==> config.mk <==
export PLATFORM = sky130hd
export DESIGN_NAME = fieldbus_channel_supervision
export DESIGN_NICKNAME = d
export VERILOG_FILES = /design/src/include/fieldbus_supervision_pkg.sv /design/src/hw/fieldbus_channel_supervision.sv
export SDC_FILE = /design/constraint.sdc
export NUM_CORES = 1
export LEC_CHECK = 0
export BUFFER_PORTS_ARGS = -buffer_cell sky130_fd_sc_hd__buf_4
export CAP_MARGIN = 20
export CORE_MARGIN = 2
export CORE_UTILIZATION = 33
export DETAILED_ROUTE_END_ITERATION = 8
export GPL_ROUTABILITY_DRIVEN = 0
export PLACE_DENSITY = 0.52
export SLEW_MARGIN = 30
export SYNTH_ARGS = -nofsm -noshare
export SYNTH_HDL_FRONTEND = slang
export SYNTH_SLANG_ARGS = --single-unit
==> constraint.sdc <==
create_clock -name clk -period 7.25 [get_ports clk]
set_input_delay 0.725 -clock clk [delete_from_list [all_inputs] [get_ports clk]]
set_output_delay 0.725 -clock clk [all_outputs]
set_load 0.02 [all_outputs]
==> src/include/fieldbus_supervision_pkg.sv <==
// constants for the fieldbus channel supervision block
`default_nettype none
package fieldbus_supervision_pkg;
   localparam int NUM_CH = 4;
   localparam int NUM_PID = 13;
   // relevant parameter identifiers
   localparam logic [3:0] PID_CMD = 4'h0;
   localparam logic [3:0] PID_CMDSW = 4'h1;
   localparam logic [3:0] PID_REFSW1B = 4'h2;
   localparam logic [3:0] PID_REFSW12 = 4'h3;
   localparam logic [3:0] PID_REF = 4'h4;
   localparam logic [3:0] PID_SUM2 = 4'h5;
   localparam logic [3:0] PID_SUM3 = 4'h6;
   localparam logic [3:0] PID_SUB2 = 4'h7;
   localparam logic [3:0] PID_SUB3 = 4'h8;
   localparam logic [3:0] PID_PIDREF = 4'h9;
   localparam logic [3:0] PID_PIDFB = 4'hA;
   localparam logic [3:0] PID_MUL2 = 4'hB;
   localparam logic [3:0] PID_MUL3 = 4'hC;
   // register byte offsets
   localparam logic [7:0] OFS_CTRL = 8'h00;
   localparam logic [7:0] OFS_CW_TIMEOUT = 8'h04;
   localparam logic [7:0] OFS_FLOC_TIMEOUT = 8'h08;
   localparam logic [7:0] OFS_REQ_MASK = 8'h0C;
   localparam logic [7:0] OFS_STATUS = 8'h10;
   localparam logic [7:0] OFS_STATE_WORD = 8'h14;
   localparam logic [7:0] OFS_REF = 8'h18;
   localparam logic [7:0] OFS_CMD = 8'h1C;
   // control register fields
   localparam int CTRL_RESP_LSB = 0;
   localparam int CTRL_CMDCH_LSB = 4;
   localparam int CTRL_REFCH_LSB = 6;
   localparam int CTRL_FAULT_RST = 8;
   localparam int CTRL_INT_CLR = 9;
   // reset values
   localparam logic [31:0] CTRL_RESET = 32'h0000_0000;
   localparam logic [15:0] CW_TIMEOUT_RESET = 16'h0000;
   localparam logic [15:0] FLOC_TIMEOUT_RESET = 16'h000A;
   localparam logic [12:0] REQ_MASK_RESET = 13'h0011;
   // command word fields carried to the drive
   localparam int CMD_RUN_BIT = 0;
   localparam int CMD_DIR_BIT = 1;
   // operating state word bit positions
   localparam int SW_READY = 0;
   localparam int SW_ON = 1;
   localparam int SW_OPEN = 2;
   localparam int SW_FAULT = 3;
   localparam int SW_POWER = 4;
   localparam int SW_NQSTOP = 5;
   localparam int SW_SODIS = 6;
   localparam int SW_WARN = 7;
   localparam int SW_NLOCAL = 9;
   localparam int SW_REFOK = 10;
   localparam int SW_LIMIT = 11;
   localparam int SW_STOPKEY = 14;
   localparam int SW_REV = 15;
   // timing
   localparam int CLK_PERIOD_NS = 10;
   localparam int MS_NS = 1000000;
   localparam int BLINK_MS = 500;
   typedef enum logic [1:0]
   {
      RESP_FAULT = 2'b00,
      RESP_MAINT = 2'b01,
      RESP_FALLBACK = 2'b10,
      RESP_IGNORE = 2'b11
   } resp_t;
   typedef enum logic [2:0]
   {
      ST_REMOTE = 3'b001,
      ST_LOCAL = 3'b010,
      ST_DELAY = 3'b100
   } floc_t;
endpackage
`default_nettype wire

==> src/hw/fieldbus_channel_supervision.sv <==
// fieldbus channel supervision with apb registers
//
// Our own choices: the APB interface to the registers and the register addresses.
`timescale 1ns/10ps
`default_nettype none
// Summary of operation
// - ethernet watches replacement, duplicate ip, overload, timeout
// - thirteen parameter kinds make a channel relevant
// - first relevant write arms channel supervision
// - warning on armed channel raises interruption
// - interruption applies configured response
// - unarmed channel warning is ignored
// - channel enabled once all required parameters written
// - start only with command and reference enabled
// - state 4 to 5 needs reference and command
// - warning or forced local disables channel
// - leaving local loads local run, direction, reference
// - supervision resumes after forced local delay
// - remote control waits for new reference, command
// - references reported in tenths of hertz
// - state word bits 0 to 4
// - state word bits 5 to 9
// - state word bits 10 to 13
// - state word bits 14 and 15
// - fault held until cause gone and reset
// - red network blink after connection loss
module fieldbus_channel_supervision
   import fieldbus_supervision_pkg::*;
#(
   parameter int TICK_CYCLES = MS_NS / CLK_PERIOD_NS
)
(
   input wire logic clk,
   input wire logic sys_rst,
   input wire logic psel,
   input wire logic penable,
   input wire logic pwrite,
   input wire logic [7:0] paddr,
   input wire logic [31:0] pwdata,
   output logic [31:0] prdata,
   output logic pready,
   output logic pslverr,
   input wire logic paramWrStb,
   input wire logic [1:0] paramWrCh,
   input wire logic [3:0] paramWrId,
   input wire logic [15:0] paramWrData,
   input wire logic [NUM_CH-1:0] chWarnPin,
   input wire logic fdrErrPin,
   input wire logic dupIpPin,
   input wire logic overloadPin,
   input wire logic connClosedPin,
   input wire logic forcedLocal,
   input wire logic localRun,
   input wire logic localDir,
   input wire logic [15:0] localRef,
   input wire logic readyToSwitchOn,
   input wire logic switchedOn,
   input wire logic operationEnabled,
   input wire logic driveFault,
   input wire logic powerStageOn,
   input wire logic quickStop,
   input wire logic switchOnDisabled,
   input wire logic driveWarning,
   input wire logic refReached,
   input wire logic refOutOfLimits,
   input wire logic stopKey,
   input wire logic reverseRotation,
   output logic commInterrupt,
   output logic faultState,
   output logic maintRun,
   output logic fallbackActive,
   output logic startAllowed,
   output logic opEnableAllowed,
   output logic activeRun,
   output logic activeDir,
   output logic [15:0] activeRef,
   output logic nsRedOn,
   output logic [15:0] operating_state_word
);
   localparam int SYNC_W = NUM_CH + 4;
   localparam logic [12:0] ALL_PID = 13'h1FFF;

   function automatic logic chSel(input logic [NUM_CH-1:0] v, input logic [1:0] ch);
      chSel = v[ch];
   endfunction

   logic [SYNC_W-1:0] meta_q, sync_q;
   logic [31:0] tickCnt_q, tickCnt_d;
   logic [31:0] ctrl_q, ctrl_d;
   logic [15:0] cwTimeout_q, cwTimeout_d, flocTimeout_q, flocTimeout_d;
   logic [12:0] reqMask_q, reqMask_d;
   logic [12:0] written_q [NUM_CH];
   logic [12:0] written_d [NUM_CH];
   logic [NUM_CH-1:0] armed_q, armed_d;
   logic [15:0] toCnt_q, toCnt_d, flocCnt_q, flocCnt_d, blinkCnt_q, blinkCnt_d;
   floc_t floc_q, floc_d;
   logic gotCmd_q, gotCmd_d, gotRef_q, gotRef_d, blocked_q, blocked_d;
   logic [15:0] cmdUsed_q, cmdUsed_d, refUsed_q, refUsed_d, ethRef_q, ethRef_d;
   logic intFlag_q, intFlag_d, fault_q, fault_d, maint_q, maint_d, fb_q, fb_d;
   logic connUp_q, connUp_d, nsLost_q, nsLost_d, blink_q, blink_d;
   logic [31:0] prdata_q, prdata_d;
   logic [15:0] stateWord_q, stateWord_d;
   logic [31:0] rdMux;
   logic tick, cwValid, expired, supervising, intEvent, access, wrEn, mapped;
   logic [NUM_CH-1:0] warn, enabled, armedWarn;
   logic [1:0] cmdCh, refCh;
   logic cmdWr, refWr;

   assign cmdCh = ctrl_q[CTRL_CMDCH_LSB +: 2];
   assign refCh = ctrl_q[CTRL_REFCH_LSB +: 2];
   assign access = psel & penable;
   assign wrEn = access & pwrite;
   assign pready = 1'b1;
   assign pslverr = access & ~mapped;
   assign tick = (tickCnt_q == TICK_CYCLES - 1);
   assign cwValid = paramWrStb && paramWrCh == 2'd0 && paramWrId == PID_CMD;
   assign cmdWr = paramWrStb && paramWrCh == cmdCh && paramWrId == PID_CMD;
   assign refWr = paramWrStb && paramWrCh == refCh && paramWrId == PID_REF;
   assign expired = armed_q[0] && cwTimeout_q != 16'h0000 && toCnt_q >= cwTimeout_q;

   always_comb
   begin
      warn = sync_q[NUM_CH-1:0];
      // ethernet channel conditions
      warn[0] = sync_q[0] | sync_q[NUM_CH] | sync_q[NUM_CH+1] | sync_q[NUM_CH+2] | expired;
      armedWarn = warn & armed_q;
      for (int i = 0; i < NUM_CH; i++)
      begin
         enabled[i] = ((written_q[i] & reqMask_q) == reqMask_q) && !forcedLocal;
      end
   end

   assign supervising = (floc_q == ST_REMOTE);
   assign intEvent = supervising && (armedWarn != '0);

   always_comb
   begin
      mapped = 1'b1;
      rdMux = 32'h0000_0000;
      unique case (paddr)
         OFS_CTRL: rdMux = {ctrl_q[31:10], 2'b00, ctrl_q[7:0]};
         OFS_CW_TIMEOUT: rdMux = {16'h0000, cwTimeout_q};
         OFS_FLOC_TIMEOUT: rdMux = {16'h0000, flocTimeout_q};
         OFS_REQ_MASK: rdMux = {19'h0_0000, reqMask_q};
         OFS_STATUS: rdMux = {16'h0000, floc_q, blocked_q, fb_q, maint_q, fault_q,
            intFlag_q, enabled, armed_q};
         OFS_STATE_WORD: rdMux = {16'h0000, stateWord_q};
         OFS_REF: rdMux = {ethRef_q, refUsed_q};
         OFS_CMD: rdMux = {16'h0000, cmdUsed_q};
         default: mapped = 1'b0;
      endcase
   end

   always_comb
   begin
      tickCnt_d = tick ? 32'h0000_0000 : tickCnt_q + 32'h0000_0001;
      ctrl_d = ctrl_q;
      cwTimeout_d = cwTimeout_q;
      flocTimeout_d = flocTimeout_q;
      reqMask_d = reqMask_q;
      prdata_d = (psel && !penable) ? rdMux : prdata_q;
      if (wrEn)
      begin
         unique case (paddr)
            OFS_CTRL: ctrl_d = pwdata;
            OFS_CW_TIMEOUT: cwTimeout_d = pwdata[15:0];
            OFS_FLOC_TIMEOUT: flocTimeout_d = pwdata[15:0];
            OFS_REQ_MASK: reqMask_d = pwdata[12:0] & ALL_PID;
            default: ;
         endcase
      end
   end

   // channel arming and enabling
   always_comb
   begin
      armed_d = armed_q;
      for (int i = 0; i < NUM_CH; i++)
      begin
         written_d[i] = written_q[i];
         if (warn[i] || forcedLocal)
         begin
            written_d[i] = 13'h0000;
         end
      end
      if (paramWrStb && paramWrId < NUM_PID)
      begin
         armed_d[paramWrCh] = 1'b1;
         written_d[paramWrCh][paramWrId] = 1'b1;
      end
      toCnt_d = toCnt_q;
      if (cwValid)
      begin
         toCnt_d = 16'h0000;
      end
      else if (tick && !expired && armed_q[0] && cwTimeout_q != 16'h0000)
      begin
         toCnt_d = toCnt_q + 16'h0001;
      end
   end

   // forced local handling
   always_comb
   begin
      floc_d = floc_q;
      flocCnt_d = flocCnt_q;
      gotCmd_d = gotCmd_q | cmdWr;
      gotRef_d = gotRef_q | refWr;
      blocked_d = blocked_q;
      cmdUsed_d = cmdUsed_q;
      refUsed_d = refUsed_q;
      unique case (floc_q)
         ST_REMOTE:
         begin
            if (forcedLocal)
            begin
               floc_d = ST_LOCAL;
            end
         end
         ST_LOCAL:
         begin
            if (!forcedLocal)
            begin
               floc_d = ST_DELAY;
               flocCnt_d = 16'h0000;
               cmdUsed_d = 16'h0000;
               cmdUsed_d[CMD_RUN_BIT] = localRun;
               cmdUsed_d[CMD_DIR_BIT] = localDir;
               refUsed_d = localRef;
               blocked_d = 1'b1;
               gotCmd_d = 1'b0;
               gotRef_d = 1'b0;
            end
         end
         ST_DELAY:
         begin
            if (forcedLocal)
            begin
               floc_d = ST_LOCAL;
            end
            else if (flocCnt_q >= flocTimeout_q)
            begin
               floc_d = ST_REMOTE;
            end
            else if (tick)
            begin
               flocCnt_d = flocCnt_q + 16'h0001;
            end
         end
         default: floc_d = ST_REMOTE;
      endcase
      if (blocked_q && floc_q != ST_LOCAL && gotCmd_d && gotRef_d)
      begin
         blocked_d = 1'b0;
      end
      if (!forcedLocal && !blocked_d && floc_q != ST_LOCAL)
      begin
         if (cmdWr)
         begin
            cmdUsed_d = paramWrData;
         end
         if (refWr)
         begin
            refUsed_d = paramWrData;
         end
      end
   end

   // interruption response and network led
   always_comb
   begin
      ethRef_d = (paramWrStb && paramWrCh == 2'd0 && paramWrId == PID_REF) ?
         paramWrData : ethRef_q;
      intFlag_d = intFlag_q;
      maint_d = maint_q;
      fb_d = fb_q;
      fault_d = fault_q;
      if (wrEn && paddr == OFS_CTRL && pwdata[CTRL_INT_CLR])
      begin
         intFlag_d = 1'b0;
         maint_d = 1'b0;
         fb_d = 1'b0;
      end
      if (wrEn && paddr == OFS_CTRL && pwdata[CTRL_FAULT_RST] && armedWarn == '0)
      begin
         fault_d = 1'b0;
      end
      if (intEvent)
      begin
         intFlag_d = 1'b1;
         unique case (resp_t'(ctrl_q[CTRL_RESP_LSB +: 2]))
            RESP_FAULT: fault_d = 1'b1;
            RESP_MAINT: maint_d = 1'b1;
            RESP_FALLBACK: fb_d = 1'b1;
            RESP_IGNORE: ;
         endcase
      end
      connUp_d = connUp_q | cwValid;
      nsLost_d = nsLost_q;
      if (cwValid)
      begin
         nsLost_d = 1'b0;
      end
      else if (connUp_q && (sync_q[NUM_CH+3] || expired))
      begin
         nsLost_d = 1'b1;
      end
      blinkCnt_d = blinkCnt_q;
      blink_d = blink_q;
      if (tick)
      begin
         if (blinkCnt_q == 16'(BLINK_MS - 1))
         begin
            blinkCnt_d = 16'h0000;
            blink_d = ~blink_q;
         end
         else
         begin
            blinkCnt_d = blinkCnt_q + 16'h0001;
         end
      end
   end

   // operating state word
   always_comb
   begin
      stateWord_d = 16'h0000;
      stateWord_d[SW_READY] = readyToSwitchOn;
      stateWord_d[SW_ON] = switchedOn;
      stateWord_d[SW_OPEN] = operationEnabled;
      stateWord_d[SW_FAULT] = driveFault | fault_q;
      stateWord_d[SW_POWER] = powerStageOn;
      stateWord_d[SW_NQSTOP] = ~quickStop;
      stateWord_d[SW_SODIS] = switchOnDisabled;
      stateWord_d[SW_WARN] = driveWarning | intFlag_q;
      stateWord_d[SW_NLOCAL] = ~forcedLocal;
      stateWord_d[SW_REFOK] = refReached;
      stateWord_d[SW_LIMIT] = refOutOfLimits;
      stateWord_d[SW_STOPKEY] = stopKey;
      stateWord_d[SW_REV] = reverseRotation;
   end

   always_ff @(posedge clk)
   begin
      meta_q <= {connClosedPin, overloadPin, dupIpPin, fdrErrPin, chWarnPin};
      sync_q <= meta_q;
      if (sys_rst)
      begin
         meta_q <= '0;
         sync_q <= '0;
         tickCnt_q <= 32'h0000_0000;
         ctrl_q <= CTRL_RESET;
         cwTimeout_q <= CW_TIMEOUT_RESET;
         flocTimeout_q <= FLOC_TIMEOUT_RESET;
         reqMask_q <= REQ_MASK_RESET;
         for (int i = 0; i < NUM_CH; i++)
         begin
            written_q[i] <= 13'h0000;
         end
         armed_q <= '0;
         toCnt_q <= 16'h0000;
         floc_q <= ST_REMOTE;
         flocCnt_q <= 16'h0000;
         gotCmd_q <= 1'b0;
         gotRef_q <= 1'b0;
         blocked_q <= 1'b0;
         cmdUsed_q <= 16'h0000;
         refUsed_q <= 16'h0000;
         ethRef_q <= 16'h0000;
         intFlag_q <= 1'b0;
         fault_q <= 1'b0;
         maint_q <= 1'b0;
         fb_q <= 1'b0;
         connUp_q <= 1'b0;
         nsLost_q <= 1'b0;
         blinkCnt_q <= 16'h0000;
         blink_q <= 1'b0;
         prdata_q <= 32'h0000_0000;
         stateWord_q <= 16'h0000;
      end
      else
      begin
         tickCnt_q <= tickCnt_d;
         ctrl_q <= ctrl_d;
         cwTimeout_q <= cwTimeout_d;
         flocTimeout_q <= flocTimeout_d;
         reqMask_q <= reqMask_d;
         written_q <= written_d;
         armed_q <= armed_d;
         toCnt_q <= toCnt_d;
         floc_q <= floc_d;
         flocCnt_q <= flocCnt_d;
         gotCmd_q <= gotCmd_d;
         gotRef_q <= gotRef_d;
         blocked_q <= blocked_d;
         cmdUsed_q <= cmdUsed_d;
         refUsed_q <= refUsed_d;
         ethRef_q <= ethRef_d;
         intFlag_q <= intFlag_d;
         fault_q <= fault_d;
         maint_q <= maint_d;
         fb_q <= fb_d;
         connUp_q <= connUp_d;
         nsLost_q <= nsLost_d;
         blinkCnt_q <= blinkCnt_d;
         blink_q <= blink_d;
         prdata_q <= prdata_d;
         stateWord_q <= stateWord_d;
      end
   end

   assign prdata = prdata_q;
   assign commInterrupt = intEvent;
   assign faultState = fault_q;
   assign maintRun = maint_q;
   assign fallbackActive = fb_q;
   assign startAllowed = chSel(enabled, cmdCh) && chSel(enabled, refCh) && !blocked_q
      && !fault_q;
   assign opEnableAllowed = startAllowed && written_q[cmdCh][PID_CMD]
      && written_q[refCh][PID_REF];
   assign activeRun = cmdUsed_q[CMD_RUN_BIT];
   assign activeDir = cmdUsed_q[CMD_DIR_BIT];
   assign activeRef = refUsed_q;
   assign nsRedOn = nsLost_q & blink_q;
   assign operating_state_word = stateWord_q;
endmodule
`default_nettype wire

# Word level (Yosys, flattened, before mapping)
# Index checks and enable logic that the tools add are counted.
dict set report totals {
  regBits 338
  in_bits 107
  out_inout_bits 75
}
dict set report classes {
  n_addsub 4
  n_lt_le_gt_ge 13
  eq_ne 28
  n_mux 60
  n_bitwise 27
  n_reduce_logical 67
}
# cell count
set op_table {}
lappend op_table {{one-hot mux 32 bit (8 select lines)} 1}
lappend op_table {{2-to-1 mux 16 bit} 13}
lappend op_table {{2-to-1 mux 13 bit} 5}
lappend op_table {{bitwise AND 13 bit} 4}
lappend op_table {{binary-select mux 13 bit (select 2 bit)} 2}
lappend op_table {{equality test 13 bit} 4}
lappend op_table {{2-to-1 mux 52 bit} 1}
lappend op_table {{OR 52 bit} 1}
lappend op_table {{adder 16 x 1 -> 16 bit (second input constant)} 3}
lappend op_table {{logical AND 1 bit} 37}
lappend op_table {{adder 32 x 1 -> 32 bit (second input constant)} 1}
lappend op_table {{equality test 32 x 17 -> 1 bit (second input constant)} 1}
lappend op_table {{equality test 8 x 5 -> 1 bit (second input constant)} 4}
lappend op_table {{greater-or-equal comparator 16 bit} 2}
lappend op_table {{one-hot mux 16 bit (2 select lines)} 1}
lappend op_table {{demux 13 bit (select 2 bit)} 1}
lappend op_table {{2-to-1 mux 1 bit} 25}
lappend op_table {{equality test 16 x 9 -> 1 bit (second input constant)} 1}
lappend op_table {{equality test 8 x 4 -> 1 bit (second input constant)} 2}
lappend op_table {{nonzero test 16 bit} 1}
lappend op_table {{2-to-1 mux 3 bit} 4}
lappend op_table {{2-to-1 mux 5 bit} 2}
lappend op_table {{!= test 2 bit (second input constant)} 5}
lappend op_table {{AND reduction 2 bit} 5}
lappend op_table {{other kinds (38)} 73}

# Longest topological paths before layout
dict set report depth {
  ltp_word 13
  ltp_mapped 10
  mapped_depth_nobuf 9
}

# Least setup slack after synthesis
# No wires, ideal clock.
dict set report synth_path {
  kind {input-to-output}
  from {input port forcedLocal}
  to {output port opEnableAllowed}
  t_arrival_ps 2392
  required_time_ps 6525
  setup_slack_ps 4133
  path_stages 6
  n_path_buf 1
  path_cell_list {clkbuf_1 > or4_1 > nor4_1 > mux2i_1 > a22oi_1 > and4_1}
}
dict set report synth_between {
  elab_chain_cells 9
  word_cells_on_any_way 14
  classes_between {mux: 4; reduce/logical: 10}
}
# item line
set synth_lines {}
lappend synth_lines {{from (decl)} fieldbus_channel_supervision.sv:52} ;# input wire logic forcedLocal,
lappend synth_lines {{zero test 1 bit *} fieldbus_channel_supervision.sv:129} ;# enabled[i] = ((written_q[i] & reqMask_q) == reqMask_q) && !forcedLocal;
lappend synth_lines {{logical AND 1 bit} fieldbus_channel_supervision.sv:129}
lappend synth_lines {{binary-select mux 1 bit (select 2 bit)} fieldbus_channel_supervision.sv:84} ;# chSel = v[ch];
lappend synth_lines {{2-to-1 mux 1 bit (not written as such)} fieldbus_channel_supervision.sv:84}
lappend synth_lines {{logical AND 1 bit * (2 in series)} fieldbus_channel_supervision.sv:417} ;# assign startAllowed = chSel(enabled, cmdCh) && chSel(enabled, refCh) && !blocked_q
lappend synth_lines {{logical AND 1 bit *} fieldbus_channel_supervision.sv:418} ;# && !fault_q;
lappend synth_lines {{logical AND 1 bit *} fieldbus_channel_supervision.sv:419} ;# assign opEnableAllowed = startAllowed && written_q[cmdCh][PID_CMD]
lappend synth_lines {{logical AND 1 bit *} fieldbus_channel_supervision.sv:420} ;# && written_q[refCh][PID_REF];
lappend synth_lines {{to (decl)} fieldbus_channel_supervision.sv:73} ;# output logic opEnableAllowed,
# Mark *: on every way between the ends. The rest lies on a longest branch, timed or not. The select of a mux whose other input is x is not followed.

# Worst setup path after layout
dict set report layout_path {
  from {register reqMask_q[7]}
  to {output port opEnableAllowed}
}
dict set report layout_between {
  elab_chain_cells 10
  word_cells_on_any_way 21
  classes_between {eq/ne: 4; mux: 4; bitwise: 4; reduce/logical: 9}
}
# item line
set layout_lines {}
lappend layout_lines {{from (decl)} fieldbus_channel_supervision.sv:91} ;# logic [12:0] reqMask_q, reqMask_d;
lappend layout_lines {{from (signal assigned)} fieldbus_channel_supervision.sv:387} ;# reqMask_q <= reqMask_d;
lappend layout_lines {{bitwise AND 13 bit} fieldbus_channel_supervision.sv:129}
lappend layout_lines {{equality test 13 bit} fieldbus_channel_supervision.sv:129}
lappend layout_lines {{logical AND 1 bit} fieldbus_channel_supervision.sv:129}
lappend layout_lines {{binary-select mux 1 bit (select 2 bit)} fieldbus_channel_supervision.sv:84}
lappend layout_lines {{2-to-1 mux 1 bit (not written as such)} fieldbus_channel_supervision.sv:84}
lappend layout_lines {{logical AND 1 bit * (2 in series)} fieldbus_channel_supervision.sv:417}
lappend layout_lines {{logical AND 1 bit *} fieldbus_channel_supervision.sv:418}
lappend layout_lines {{logical AND 1 bit *} fieldbus_channel_supervision.sv:419}
lappend layout_lines {{logical AND 1 bit *} fieldbus_channel_supervision.sv:420}
# Marks and branches as above.

==> results_dict.tcl <==
set metrics [dict create \
    status "finished, final reports clean" \
    htree_levels 2 \
    grt_max_degree 83 \
    worstPathRequired_ns 6.52 \
    clk_pin_slew_ns 0.06 \
    wirelength_um 50310 \
    cp_cell_sequence "inv_1 -> o22ai_1 -> or4_1 -> nor4_1 -> mux2i_1 -> a22oi_1 -> and4_1 -> buf_4" \
    layout_common_cells "dfxtp_1, nand2_1, nor2_1, buf_4, a21oi_1" \
    numCtsBuffers 39 \
    grt_usage 0.2111 \
    portBuffers 177 \
    dpl.hpwl_um 36140 \
    grt_pass1_wl_um 76290 \
    holdCritPathClass "input port to flip-flop" \
    critPathBufInv 2 \
    synth_edf_count 0 \
    fmax_mhz 255.3 \
    final.period_utilization 0.5404 \
    crit_slowest_cell "nor4_1" \
    hold-worst-slack_ns 0.3229 \
    power.leakage_nw 6.337 \
    dieArea_sq_mm 0.04649 \
    skew_ns 0.01991 \
    ir_worst_vdd_v 0.0001701 \
    final_common_cell "dfxtp_1" \
    clock-sinks 333 \
    syn_to_final_growth_pct 20.95 \
    cellPowerDensity_mw_per_mm2 229.9 \
    seq_area_sq_mm 0.006666 \
    arrival_ns 3.19 \
    max_stage_delay_ns 0.65 \
    syn_inst 1792 \
    worstMarginPinSlew_ns 0.9529 \
    core_area_sq_mm 0.04422 \
    ios 182 \
    row_count 77 \
    post_cts_buffers 0 \
    setup.worst_path.start_class "flip-flop" \
    post_drt_wl_per_cell_um 19.84 \
    finalSetupViolCount 0 \
    antenna_found_initial 1 \
    ys_ff_latch 333 \
    drt_iter0_markers 1374 \
    ctsLongestPathBuffers 3 \
    path_max_fanout 4 \
    synth.avg_cell_area_sq_um 8.246 \
    ctsResizeCount 0 \
    fin_setup_tns_ns 0 \
    cts_tree "yes" \
    drv_slew 0 \
    avgViaCountPerCell 5.299 \
    synthArstFlopShare 0 \
    cts_root_buf "clkbuf_16" \
    die_x_um 215.6 \
    finalNetCount 2058 \
    vias 13440 \
    die_h_um 215.6 \
    grt-ovfl-total 0 \
    multiInputGateArea_sq_mm 0.007435 \
    syn_area_sq_mm 0.01478 \
    initial_core_util 0.3342 \
    rsz0062_at_grt "false" \
    relSlewSlack 0.3632 \
    cts_hold_buf 0 \
    grt_pass1_vias 12660 \
    ant_nets 0 \
    max-cap-violations 0 \
    synth_cell_types 75 \
    worstSetupPathType "flip-flop to primary output" \
    antenna_cells 0 \
    dr.pass1.iters 5 \
    yosys_warnings 0 \
    drive_above_1_share 0.1553 \
    clock_latency_ns 0.56 \
    synth_seq_area_share 0.4511 \
    drc_errors 0 \
    n_fill_cell 4517 \
    synthFlopType "dfxtp_1" \
    end_kind "primary output" \
    hold_viol_final 0 \
    cp_top_family "simple AND/OR/NAND/NOR gates" \
    final.min_clock_period_ns 3.918 \
]
-- state kept, by name, indices dropped and copies added, names as in the netlist, 3 cells and up --
register	cells
written_q	52
prdata	32
tickCnt_q	32
ctrl_q	30
activeRef	16
blinkCnt_q	16
cmdUsed_q	16
cwTimeout_q	16
ethRef_q	16
flocCnt_q	16
flocTimeout_q	16
toCnt_q	16
operating_state_word	13
reqMask_q	13
meta_q	8
sync_q	8
armed_q	4
floc_q	3
-- per-layer routing --
metal	wire [um]	GRT usage	vias up
li1	-	-	6471
met1	23410	0.3002	6402
met2	21910	0.3198	489
met3	3723	0.04355	75
met4	1260	0.06460	2
met5	13	0	-
-- logic make-up (layout without fill, tap and decap cells) --
logic type | after synthesis | after routing | share of synthesized area
DFF | 333 | 333 | 0.4511
AOI/OAI and AO/OA | 418 | 418 | 0.1826
xor gates and xnor gates | 69 | 69 | 0.04090
and+or+nand+nor | 749 | 749 | 0.2362
adders and majority gates | 36 | 36 | 0.03048
other | 2 | 4 | 0.0005082
buffers and inverters | 176 | 326 | 0.04936
muxes | 9 | 9 | 0.008721
-- final cells by class --
cell class,count,area share
clock inverter,12,0.008611
inverter,64,0.01344
multi-input combinational,1285,0.4160
timing repair buffer,192,0.08156
tap,592,0.04145
clock buffer,58,0.06595
sequential,333,0.3730
-- stage by stage --
| stage | instance area, sq um | worst slack [ns] | utilization | total power, mW | std cells |
|---|---|---|---|---|---|
| after floorplan | 14780 | 4.133 | - | 1.992 | 1794 |
| final | 17870 | 3.332 | 0.4042 | 4.109 | 2536 |
| after global routing | 17870 | 3.216 | 0.4042 | 4.237 | 2536 |
| after detailed placement | 16540 | 3.430 | 0.3740 | 2.111 | 2466 |
| after global placement | 16490 | 3.525 | 0.3728 | 2.108 | 2465 |
| after CTS | 17870 | 3.346 | 0.4042 | 4.151 | 2536 |
-- cells in the mapped netlist, types with 10 or more instances --
cell type    n  area [sq um]
dfxtp_1    333          6666
nand2_1    281          1055
nor2_1     235         882.1
a21oi_1    189         945.9
a22oi_1    104         780.8
clkbuf_1    80         300.3
inv_1       63         236.5
nand3_1     43         215.2
xnor2_1     38         332.8
ha_1        36         450.4
xor2_1      31         271.5
nor2b_1     29         181.4
o21ai_0     26         130.1
nand4_1     24         150.1
o22ai_1     21         131.4
buf_2       19         95.09
and3_1      18         112.6
nand2b_1    16         100.1
nor4_1      15         93.84
or3_1       14         87.58
nor3_1      11         55.05
a221oi_1    10         87.58
a22o_1      10         87.58
a31oi_1     10         62.56
and2_1      10         62.56
-- final timing paths --
kind	startpoint	to	slack (ns)	cells after the start
setup / recovery	reqMask_q[7]	opEnableAllowed	3.33	8
hold / removal	quickStop	operating_state_word[5]	0.32	2
setup reg to reg	tickCnt_q[8]	toCnt_q[15]	4.30	7
hold reg to reg	meta_q[1]	sync_q[1]	0.44	1
-- power breakdown --
| group | internal (mW) | switching (mW) |
|---|---|---|
| registers | 1.85 | 0.0182 |
| logic | 0.0745 | 0.132 |
| clock network | 1.23 | 0.803 |
| total | 3.16 | 0.953 |
Note: power is estimated with default switching activity, not from simulation.
